$ cat src/uart_irq_pkg.sv
// Constants for the UART interrupt, address-detect and wake-up block.
// Assumes a single 125 MHz clock and an AHB-Lite register port.
package uart_irq_pkg;
  // Register byte offsets
  localparam logic [7:0] OFS_STATUS  = 8'h00;  // uart_status_reg
  localparam logic [7:0] OFS_CTRL1   = 8'h04;  // uart_control_one
  localparam logic [7:0] OFS_CTRL2   = 8'h08;  // uart_control_two
  localparam logic [7:0] OFS_DATA    = 8'h0C;  // data_buffer_reg
  localparam logic [7:0] OFS_EVENT   = 8'h10;  // event strobe register
  localparam logic [7:0] OFS_PWR     = 8'h14;  // power and system enables
  // uart_control_one fields
  localparam int B_UART_EN    = 7;
  localparam int B_WORD_LEN   = 6;
  localparam int B_PARITY_EN  = 5;
  // uart_control_two fields
  localparam int B_TXEN       = 7;
  localparam int B_RX_EN      = 6;
  localparam int B_ADDR_DET   = 3;
  localparam int B_WAKE       = 2;
  localparam int B_RX_IE      = 1;
  localparam int B_TX_EMPTY_IE= 0;
  localparam int B_TX_IDLE_IE = 4;
  // uart_status_reg fields
  localparam int B_OVERRUN    = 5;
  localparam int B_RX_AVAIL   = 2;
  localparam int B_TX_IDLE    = 1;
  localparam int B_TX_EMPTY   = 0;
  // Event register fields (write 1 to inject datapath events)
  localparam int B_EV_TRIGGER = 0;
  localparam int B_EV_OVERRUN = 1;
  localparam int B_EV_TX_EMPTY= 2;
  localparam int B_EV_TX_IDLE = 3;
  // Power register fields
  localparam int B_CLK_OFF    = 0;
  localparam int B_GIE        = 1;
  localparam int B_URE        = 2;
  localparam int B_STACK_FULL = 3;
  // Reset values
  localparam logic [7:0] CTRL_RST   = 8'h00;
  localparam logic [7:0] STATUS_RST = 8'h03;
  // Wake-up start-up interval
  localparam int STARTUP_NS     = 1024;
  localparam int CLK_PERIOD_NS  = 8;
  localparam int STARTUP_CYCLES = (STARTUP_NS + CLK_PERIOD_NS - 1) / CLK_PERIOD_NS;
  localparam logic [7:0] STARTUP_LAST = 8'(STARTUP_CYCLES - 1);
  // AHB encodings
  localparam logic [1:0] HTRANS_NONSEQ = 2'h2;
  localparam logic [1:0] HTRANS_SEQ    = 2'h3;
  // Wake sequencer states
  typedef enum logic [1:0] {WK_IDLE, WK_STARTUP, WK_FIRE} wake_state_t;
endpackage

$ cat src/uart_irq_wake.sv
// UART interrupt request, address-detect qualifier and pin wake-up logic.
// Assumes an AHB-Lite master on the same clock and the receive word
// delivered as a one-cycle strobe with a nine-bit word.
// What this block does
// Seven sources: tx empty, tx idle, fifo trigger, overrun, address, available, pin wake.
// Enabled condition produces a low-going request pulse, not a level.
// Vector only with global enable, uart enable and stack not full.
// Four sources have status flags gated by enables in control two.
// Each tx source has its own enable; trigger, overrun and available share one.
// Address detect has no flag; requests while address mode is set.
// Clock off with enables and wake bit: pin falling edge wakes.
// Status flags read-only, cleared only by their access sequences.
// Address mode: available interrupt only when top bit is one.
// Qualifying bit is ninth bit for long words, eighth otherwise.
// Without address mode every available event interrupts when the receive interrupt is enabled.
// Software clears parity enable while address mode is set.
// Transmitter freezes while the clock is off and resumes.
// Receiver pauses, not aborts, in idle or sleep.
// Idle or sleep leaves all registers unchanged.
// Software finishes transfers before idle or sleep.
// Pin data during the wake-up interval is ignored.
// Pin wake interrupts only with global and uart enables; else wake only.
// Wake interrupt waits until start-up interval has elapsed.
// Overrun clears on status access followed by data read.
// Overrun raises the shared receive interrupt when enabled.
// Request pulse lasts exactly one clock per qualifying event.
`timescale 1ns/1ps
module uart_irq_wake (
  input  wire logic        clk,
  input  wire logic        srst,
  input  wire logic        hsel,
  input  wire logic [31:0] haddr,
  input  wire logic [1:0]  htrans,
  input  wire logic        hwrite,
  input  wire logic [2:0]  hsize,
  input  wire logic [31:0] hwdata,
  input  wire logic        hready,
  output logic      [31:0] hrdata,
  output logic             hreadyout,
  output logic             hresp,
  input  wire logic        rx_word_valid,
  input  wire logic [8:0]  rx_word,
  input  wire logic        serial_pin,
  output logic             uart_irq_n,
  output logic             vector_req,
  output logic             wake_event,
  output logic             clk_run,
  output logic             rx_accept
);

  logic [7:0]        ctrl1_q;
  logic [7:0]        ctrl2_q;
  logic [7:0]        pwr_q;
  logic [7:0]        data_q;
  logic              overrun_q;
  logic              rx_avail_q;
  logic              tx_empty_q;
  logic              tx_idle_q;
  logic              stat_seen_q;
  logic              pin_q;
  logic [7:0]        startup_q;
  logic              irq_n_q;
  logic              vec_q;
  logic              wake_q;
  uart_irq_pkg::wake_state_t wstate_q;
  logic              ap_valid_q;
  logic              ap_write_q;
  logic [7:0]        ap_addr_q;

  logic clk_off;
  logic rd_stat;
  logic rd_data;
  logic wr_en;
  logic qual_bit;
  logic ev_trig;
  logic ev_ovr;
  logic ev_txe;
  logic ev_txi;
  logic addr_hit;
  logic avail_hit;
  logic src_any;
  logic wake_fire;
  logic pin_fall;

  // Select the word's top bit: ninth for long words, eighth otherwise
  function automatic logic top_bit(input logic [8:0] w, input logic long_word);
    top_bit = long_word ? w[8] : w[7];
  endfunction

  // AHB-Lite slave: zero wait states, always OKAY
  assign hreadyout = 1'b1;
  assign hresp     = 1'b0;
  always_ff @(posedge clk) begin
    if (srst) begin
      ap_valid_q <= 1'b0;
      ap_write_q <= 1'b0;
      ap_addr_q  <= 8'h00;
    end else if (hready) begin
      ap_valid_q <= hsel && (htrans == uart_irq_pkg::HTRANS_NONSEQ ||
                    htrans == uart_irq_pkg::HTRANS_SEQ);
      ap_write_q <= hwrite;
      ap_addr_q  <= haddr[7:0];
    end
  end

  assign wr_en   = ap_valid_q && ap_write_q;
  assign rd_stat = ap_valid_q && !ap_write_q && ap_addr_q == uart_irq_pkg::OFS_STATUS;
  assign rd_data = ap_valid_q && !ap_write_q && ap_addr_q == uart_irq_pkg::OFS_DATA;
  assign ev_trig = wr_en && ap_addr_q == uart_irq_pkg::OFS_EVENT &&
                   hwdata[uart_irq_pkg::B_EV_TRIGGER];
  assign ev_ovr  = wr_en && ap_addr_q == uart_irq_pkg::OFS_EVENT &&
                   hwdata[uart_irq_pkg::B_EV_OVERRUN];
  assign ev_txe  = wr_en && ap_addr_q == uart_irq_pkg::OFS_EVENT &&
                   hwdata[uart_irq_pkg::B_EV_TX_EMPTY];
  assign ev_txi  = wr_en && ap_addr_q == uart_irq_pkg::OFS_EVENT &&
                   hwdata[uart_irq_pkg::B_EV_TX_IDLE];

  // Read mux; unmapped addresses read zero
  always_comb begin
    unique case (ap_addr_q)
      uart_irq_pkg::OFS_STATUS: hrdata = {26'h0, overrun_q, 2'h0, rx_avail_q,
                                          tx_idle_q, tx_empty_q};
      uart_irq_pkg::OFS_CTRL1:  hrdata = {24'h0, ctrl1_q};
      uart_irq_pkg::OFS_CTRL2:  hrdata = {24'h0, ctrl2_q};
      uart_irq_pkg::OFS_DATA:   hrdata = {24'h0, data_q};
      uart_irq_pkg::OFS_PWR:    hrdata = {24'h0, pwr_q};
      default:                  hrdata = 32'h0;
    endcase
  end

  // Control registers; clock-off leaves every register untouched
  always_ff @(posedge clk) begin
    if (srst) begin
      ctrl1_q <= uart_irq_pkg::CTRL_RST;
      ctrl2_q <= uart_irq_pkg::CTRL_RST;
      pwr_q   <= uart_irq_pkg::CTRL_RST;
    end else if (wr_en) begin
      if (ap_addr_q == uart_irq_pkg::OFS_CTRL1) ctrl1_q <= hwdata[7:0];
      if (ap_addr_q == uart_irq_pkg::OFS_CTRL2) ctrl2_q <= hwdata[7:0];
      if (ap_addr_q == uart_irq_pkg::OFS_PWR)   pwr_q   <= hwdata[7:0];
    end else if (wake_fire) begin
      pwr_q[uart_irq_pkg::B_CLK_OFF] <= 1'b0;
    end
  end

  assign clk_off = pwr_q[uart_irq_pkg::B_CLK_OFF];
  assign clk_run = !clk_off;
  // Received words are dropped while off or still starting up
  assign rx_accept = !clk_off && wstate_q == uart_irq_pkg::WK_IDLE &&
                     ctrl2_q[uart_irq_pkg::B_RX_EN];

  // Data buffer captures accepted words
  always_ff @(posedge clk) begin
    if (srst) data_q <= 8'h00;
    else if (rx_word_valid && rx_accept) data_q <= rx_word[7:0];
  end

  // Status access arms the clear; a data read completes it
  always_ff @(posedge clk) begin
    if (srst) stat_seen_q <= 1'b0;
    else if (rd_stat) stat_seen_q <= 1'b1;
    else if (rd_data) stat_seen_q <= 1'b0;
  end

  // Status flags: hardware set wins over sequence clear, software never writes
  always_ff @(posedge clk) begin
    if (srst) begin
      overrun_q  <= 1'b0;
      rx_avail_q <= 1'b0;
    end else begin
      if (ev_ovr) overrun_q <= 1'b1;
      else if (rd_data && stat_seen_q) overrun_q <= 1'b0;
      if (rx_word_valid && rx_accept) rx_avail_q <= 1'b1;
      else if (rd_data && stat_seen_q) rx_avail_q <= 1'b0;
    end
  end

  // Transmitter flags; empty and idle set by events, cleared by data write
  always_ff @(posedge clk) begin
    if (srst) begin
      tx_empty_q <= uart_irq_pkg::STATUS_RST[uart_irq_pkg::B_TX_EMPTY];
      tx_idle_q  <= uart_irq_pkg::STATUS_RST[uart_irq_pkg::B_TX_IDLE];
    end else begin
      if (ev_txe) tx_empty_q <= 1'b1;
      else if (wr_en && ap_addr_q == uart_irq_pkg::OFS_DATA) tx_empty_q <= 1'b0;
      if (ev_txi) tx_idle_q <= 1'b1;
      else if (wr_en && ap_addr_q == uart_irq_pkg::OFS_DATA) tx_idle_q <= 1'b0;
    end
  end

  // Source qualification
  assign qual_bit  = top_bit(rx_word, ctrl1_q[uart_irq_pkg::B_WORD_LEN]);
  assign addr_hit  = rx_word_valid && rx_accept &&
                     ctrl2_q[uart_irq_pkg::B_ADDR_DET] && qual_bit;
  assign avail_hit = rx_word_valid && rx_accept &&
                     !ctrl2_q[uart_irq_pkg::B_ADDR_DET] &&
                     ctrl2_q[uart_irq_pkg::B_RX_IE];
  assign src_any = !clk_off && (
                   (ev_txe && ctrl2_q[uart_irq_pkg::B_TX_EMPTY_IE]) ||
                   (ev_txi && ctrl2_q[uart_irq_pkg::B_TX_IDLE_IE]) ||
                   ((ev_trig || ev_ovr) && ctrl2_q[uart_irq_pkg::B_RX_IE]) ||
                   addr_hit || avail_hit) || wake_fire;

  // Pin edge detector
  always_ff @(posedge clk) begin
    if (srst) pin_q <= 1'b1;
    else pin_q <= serial_pin;
  end
  assign pin_fall = pin_q && !serial_pin;

  // Wake sequencer: edge while off, then wait out start-up
  always_ff @(posedge clk) begin
    if (srst) begin
      wstate_q  <= uart_irq_pkg::WK_IDLE;
      startup_q <= 8'h00;
    end else begin
      unique case (wstate_q)
        uart_irq_pkg::WK_IDLE:
          if (clk_off && pin_fall && ctrl1_q[uart_irq_pkg::B_UART_EN] &&
              ctrl2_q[uart_irq_pkg::B_RX_EN] && ctrl2_q[uart_irq_pkg::B_RX_IE] &&
              ctrl2_q[uart_irq_pkg::B_WAKE]) begin
            wstate_q  <= uart_irq_pkg::WK_STARTUP;
            startup_q <= 8'h00;
          end
        uart_irq_pkg::WK_STARTUP: begin
          startup_q <= startup_q + 8'h01;
          if (startup_q == uart_irq_pkg::STARTUP_LAST)
            wstate_q <= uart_irq_pkg::WK_FIRE;
        end
        uart_irq_pkg::WK_FIRE:
          wstate_q <= uart_irq_pkg::WK_IDLE;
      endcase
    end
  end
  assign wake_fire = wstate_q == uart_irq_pkg::WK_FIRE;

  // Request outputs: one-cycle low pulse, vector gated by system enables
  always_ff @(posedge clk) begin
    if (srst) begin
      irq_n_q <= 1'b1;
      vec_q   <= 1'b0;
      wake_q  <= 1'b0;
    end else begin
      irq_n_q <= !(src_any && (!wake_fire || (pwr_q[uart_irq_pkg::B_GIE] &&
                   pwr_q[uart_irq_pkg::B_URE])));
      vec_q   <= src_any && pwr_q[uart_irq_pkg::B_GIE] && pwr_q[uart_irq_pkg::B_URE] &&
                 !pwr_q[uart_irq_pkg::B_STACK_FULL];
      wake_q  <= wake_fire;
    end
  end
  assign uart_irq_n = irq_n_q;
  assign vector_req = vec_q;
  assign wake_event = wake_q;
endmodule

$ cat config.mk
export PLATFORM = sky130hd
export DESIGN_NAME = uart_irq_wake
export DESIGN_NICKNAME = d
export VERILOG_FILES = /design/src/uart_irq_pkg.sv /design/src/uart_irq_wake.sv
export SDC_FILE = /design/constraint.sdc
export NUM_CORES = 1
export LEC_CHECK = 0
export BUFFER_PORTS_ARGS = -buffer_cell sky130_fd_sc_hd__buf_2
export CAP_MARGIN = 10
export CORE_ASPECT_RATIO = 1.5
export CORE_MARGIN = 2
export CORE_UTILIZATION = 40
export DETAILED_ROUTE_END_ITERATION = 10
export HOLD_SLACK_MARGIN = 0.05
export PLACE_DENSITY_LB_ADDON = 0.12
export SLEW_MARGIN = 0
export SYNTH_ARGS = -nofsm -noshare
export SYNTH_HDL_FRONTEND = slang
export SYNTH_SLANG_ARGS = --single-unit
$ cat constraint.sdc
create_clock -name clk -period 3.4 [get_ports clk]
set_input_delay 0.68 -clock clk [delete_from_list [all_inputs] [get_ports clk]]
set_output_delay 0.68 -clock clk [all_outputs]
set_load 0.02 [all_outputs]
Word-level counts from Yosys, hierarchy flattened
Index checks and enable logic that the tools add are counted.
{ "totals": {"reg_bits": 61, "inputBits": 85, "output_inout_bits": 39, "word_cells": 112} }
{ "classes": {"addsub": 1, "n_eq_ne": 13, "mux": 15, "n_reduce_logical": 64} }
{ "ops": {"columns": ["cell", "n"], "rows": [
  ["8-bit one-hot mux with 5 select lines", 1],
  ["1-bit logical AND", 34],
  ["8-bit by 4-bit equality test with 1-bit output (second input constant)", 2],
  ["8-bit by 5-bit equality test with 1-bit output (second input constant)", 2],
  ["8-bit one-hot mux with 2 select lines", 1],
  ["2-bit AND reduction", 6],
  ["2-bit nonzero test", 5],
  ["1-bit two-way mux", 9],
  ["8-bit by 1-bit adder with 8-bit output (second input constant)", 1],
  ["8-bit by 3-bit equality test with 1-bit output (second input constant)", 1],
  ["8-bit by 7-bit equality test with 1-bit output (second input constant)", 1],
  ["8-bit zero test", 1],
  ["1-bit logical OR", 8],
  ["8-bit two-way mux", 1],
  ["1-bit zero test", 7],
  ["2-bit equality test (second input constant)", 3],
  ["2-bit one-hot mux with 3 select lines", 1],
  ["2-bit two-way mux", 2],
  ["2-bit by 1-bit != test with 1-bit output (second input constant)", 2],
  ["2-bit OR reduction", 2],
  ["2-bit by 1-bit equality test with 1-bit output (second input constant)", 1],
  ["2-bit zero test", 1],
  ["2-bit != test (second input constant)", 1]
]} }

Depth between registers and ports, before layout
{ "depth": {"ltp_word": 13, "ltp_mapped": 7, "ltp_nobuf": 6} }

Least setup slack after synthesis
No wires, ideal clock.
{ "synth_path": {"path_type": "register -> output", "from": "register ap_addr_q[0]", "to": "output port hrdata[5]", "t_arrival_ns": 1.534, "required_time_ns": 2.720, "slack_ns": 1.186, "path_stages_with_launch": 5, "path_cell_list": "dfxtp_1 > or4b_4 > nor3_1 > a22o_1 > a211o_1"} }
{ "synth_between": {"elab_chain_cells": 2} }
{ "synth_lines": {"columns": ["element", "line", "text"], "rows": [
  ["start: declaration", "uart_irq_wake.sv:68", "logic [7:0] ap_addr_q;"],
  ["start signal: assignment", "uart_irq_wake.sv:102", "ap_addr_q <= haddr[7:0];"],
  ["8-bit by 5-bit equality test with 1-bit output, or another cell as far along", "uart_irq_wake.sv:120", "unique case (ap_addr_q)"],
  ["8-bit one-hot mux with 5 select lines (*)", "uart_irq_wake.sv:120", null],
  ["end: declaration", "uart_irq_wake.sv:38", "output logic [31:0] hrdata,"]
]} }
Mark *: on every way between the ends. The rest lies on a longest branch, timed or not.

Final worst setup path
{ "layout_path": {"from": "register ap_addr_q[5]", "to": "output port hrdata[5]"} }
Same word-level chain as after synthesis.

==> run_results.csv <==
group,metric,value,unit
outcome,status,"finished clean",
cts,post_cts_resized,0,
route,drc_errors,0,
yosys,synth-async-reset-ratio,0,
yosys,ys_warn_count,0,
placed_design,hpwl,5132,µm
grt,antenna_found_initial,0,
final_layout,antenna_cells,0,
final_layout,drive_above_1_share,0.1942,
setup_path,arrival,2230,ps
yosys,synth_top_cell_by_area,"dfxtp_1",
grt,grt_util_all_layers,0.1834,
timing,finalMaxSlewViolations,0,
cts,clkLatencyLatePin,340,ps
timing,finalCritPeriodShare,0.8557,
worst_hold_path,worstHoldPathType,"register to register",
final_layout,final_area,0.003400,mm²
cts,cts_buffers,9,
timing,rsz0062_at_grt,"no",
placed_design,dpl-instance-area,0.003201,mm²
route,first_iter_violations,119,
setup_path,regToRegStartpoint,"ap_addr_q[2]$_SDFFE_PP0P_",
final_layout,nFillCells,748,
final_layout,nets,466,
floorplanning,die_w,74.44,µm
grt,grt_max_degree,56,
timing,timing.hold.ws,456.9,ps
yosys,syn_area_per_cell,8.966,µm²
yosys,post_synth_instance_area,0.002977,mm²
yosys,ys_seq_elements,61,
power,pwr-share-clk,0.423,
setup_path,worstRegToRegCells,4,
setup_path,startpoint_type,"register",
route,drtAntennaViolNets,0,
worst_hold_path,hold_depth,2,
timing,final-setup-viol-count,0,
cts,cts_tree,"built",
setup_path,path_max_fanout,11,
grt,grt_first_pass_wirelength,11060,µm
final_layout,area.growth.synth_to_final,14.21,%
yosys,synthAdderAreaFrac,0.01681,
floorplanning,fp.dieArea,0.008162,mm²
route,via_count,2465,
route,first_pass_iters,4,
cts,ctsLongestPathBuffers,2,
power,p_per_area,452.3,mW/mm²
yosys,synth_cell_types,54,
cts,hold_buffers,0,
timing,tns,0,ps
placed_design,io_buffers,45,
yosys,synth_edf_count,0,
yosys,yosysSeqAreaShare,0.4103,
route,wl,7019,µm
yosys,synth_top_area_share,0.4103,
grt,grt_pass1_vias,2267,
cts,clkSinkCount,61,
worst_hold_path,holdCritStartpoint,"data_q[6]$_SDFFE_PP0N_",
setup_path,setup.worst_path.start,"ap_addr_q[5]$_SDFFE_PP0P_",
yosys,synth_top_family_by_area,"simple AND/OR/NAND/NOR gates",
placed_design,finalWeightedCongestion,0.8270,
power,switchingPower,0.3895,mW
setup_path,endpoint_kind,"primary output",
power,power_frac_comb,0.099,
power,p_seq_frac,0.478,
timing,relSlewSlack,0.3077,
floorplanning,initial_utilization,0.4119,
timing,period_minus_slack,2909,ps
setup_path,critPathKind,"register to primary output",
final_layout,layoutNonFillerInstCount,481,
setup_path,worst-endpoint-required,2720,ps
power,leakage,1.440,nW
timing,achievable-frequency,343.7,MHz
yosys,synth_cells,332,
timing,fin_worst_skew,5.692,ps
yosys,yosys.area_share.simple,0.1992,
floorplanning,rows,38,
route,post_drt_wl_per_cell,14.59,µm
power,intPower,1.148,mW
placed_design,dp.cells,466,
flow_run,cap_violations,0,
power,irDropWorstVdd,301.2,µV
floorplanning,ios,124,
yosys,synthMuxAreaShare,0.1316,
floorplanning,die_h,109.7,µm
timing,timing_hold_violations_final,0,
yosys,ys.flop_type,"dfxtp_1",
cts,clk_pin_slew_worst_paths,70,ps
grt,gr-total-overflow,0,
route,via_per_inst,5.125,
power,swShare,0.2533,
yosys,synth_compound_area_frac,0.1442,
cts,htreeDepth,3,
timing,tightest_slew,1036,ps
yosys,netlist_top_cells_area,"dfxtp_1 41%, mux2i_1 13%, buf_4 6.6%, nor2_1 5.4%, nand2_1 3.5%",
cts,cts_setup_buffers,0,
cts,clockRootBuffer,"clkbuf_8",
yosys,synth_xor_area_frac,0,
floorplanning,coreArea,0.007227,mm²
-- worst max-delay path, stage by stage, from the launching register on --
cell and delay (ps):
dfxtp_1 340, nor4_2 480, and4_1 590, a22o_1 220
a211o_1 100, buf_2 160
-- area by class of cell --
class                      count  area (µm²)  area share
multi-input combinational    247        1562      0.4593
inverter                       8       30.03    0.008833
clock buffer                  11       151.4     0.04453
timing repair buffer          50       262.8     0.07729
clock inverter                 4       47.55     0.01399
tap                          100       125.1     0.03681
sequential                    61        1221      0.3592
-- registers in the layout (all words and copies together), names as in the netlist, 2 cells and up --
| register | flops |
|---|---|
| ap_addr_q | 8 |
| ctrl1_q | 8 |
| ctrl2_q | 8 |
| data_q | 8 |
| pwr_q | 8 |
| startup_q | 8 |
| wstate_q | 2 |
-- path summary, 6_finish.rpt --
path / to / slack (ps)
setup / recovery: hrdata[5] / 490
hold / removal: data_q[6]$_SDFFE_PP0N_ / 460
setup reg to reg: pwr_q[5]$_SDFFE_PP0P_ / 1320
hold reg to reg: data_q[6]$_SDFFE_PP0N_ / 460
-- layer usage --
metal  wire length (µm)  vias to the layer above  track usage
met5                  0                        -            0
met1               2878                     1149       0.2088
met4                273                        0       0.1122
met3                322                       19      0.03758
met2               3544                       72       0.3078
li1                   -                     1225            -
-- logic make-up after synthesis --
family,after synthesis
and+or+nand+nor,117
AOI/OAI and AO/OA,61
DFF,61
buffers and inverters,48
muxes,39
adders and majority gates,4
other,2
-- metrics by stage --
stage            util  total power, mW  setup WS [ps]
3_5_place_dp   0.4429           0.9041          850.8
4_1_cts        0.4704            1.557          458.8
2_1_floorplan       -           0.8754           1186
3_3_place_gp   0.4429           0.9021          858.5
6_report       0.4704            1.538          490.7
5_1_grt        0.4704            1.609          326.1
-- cells in the final DEF, fill, tap and decap left out, types with 2 or more instances in the layout --
master      n
a21boi_0    2
ha_1        4
buf_2      45
nor3_1      4
a221o_1     6
nor2_1     43
nand2b_1    2
mux2i_1    38
o21a_1      2
or4_1       2
inv_1       8
and4_1      2
and3_1      4
a21oi_1    19
o31ai_1     2
or3_1       3
o2bb2ai_1   3
conb_1     26
nor4b_1     2
nand4b_1    3
a2111oi_2   2
clkbuf_8   11
nand2_1    28
buf_4       5
o21ai_0     9
nand4_1     3
a22oi_1     4
clkinv_2    2
dfxtp_1    61
nand3_1    10
-- power by group through the flow --
stage	registers, mW	clock network (mW)	logic [mW]
3_5_place_dp	0.751	0	0.153
6_report	0.735	0.650	0.152
4_1_cts	0.735	0.669	0.153
5_1_grt	0.736	0.706	0.167
2_1_floorplan	0.748	0	0.128
3_3_place_gp	0.751	0	0.151
-- synth_stat cells (2+ instances only) --
| library cell | count |
|---|---|
| inv_1 | 8 |
| a22oi_1 | 4 |
| nor3_1 | 4 |
| buf_1 | 2 |
| nand3_1 | 10 |
| nand2_1 | 28 |
| and3_1 | 4 |
| clkbuf_1 | 7 |
| a21boi_0 | 2 |
| nor2_1 | 43 |
| a21oi_1 | 19 |
| o2bb2ai_1 | 3 |
| and4_1 | 2 |
| o21a_1 | 2 |
| nand4b_1 | 3 |
| nor4b_1 | 2 |
| nand4_1 | 3 |
| conb_1 | 2 |
| ha_1 | 4 |
| buf_4 | 26 |
| or4_1 | 2 |
| or3_1 | 3 |
| nand2b_1 | 2 |
| a2111oi_2 | 2 |
| dfxtp_1 | 61 |
| mux2i_1 | 38 |
| buf_2 | 5 |
| a221o_1 | 6 |
| o31ai_1 | 2 |
| o21ai_0 | 9 |
No activity file was read; power rests on OpenSTA's default activity.
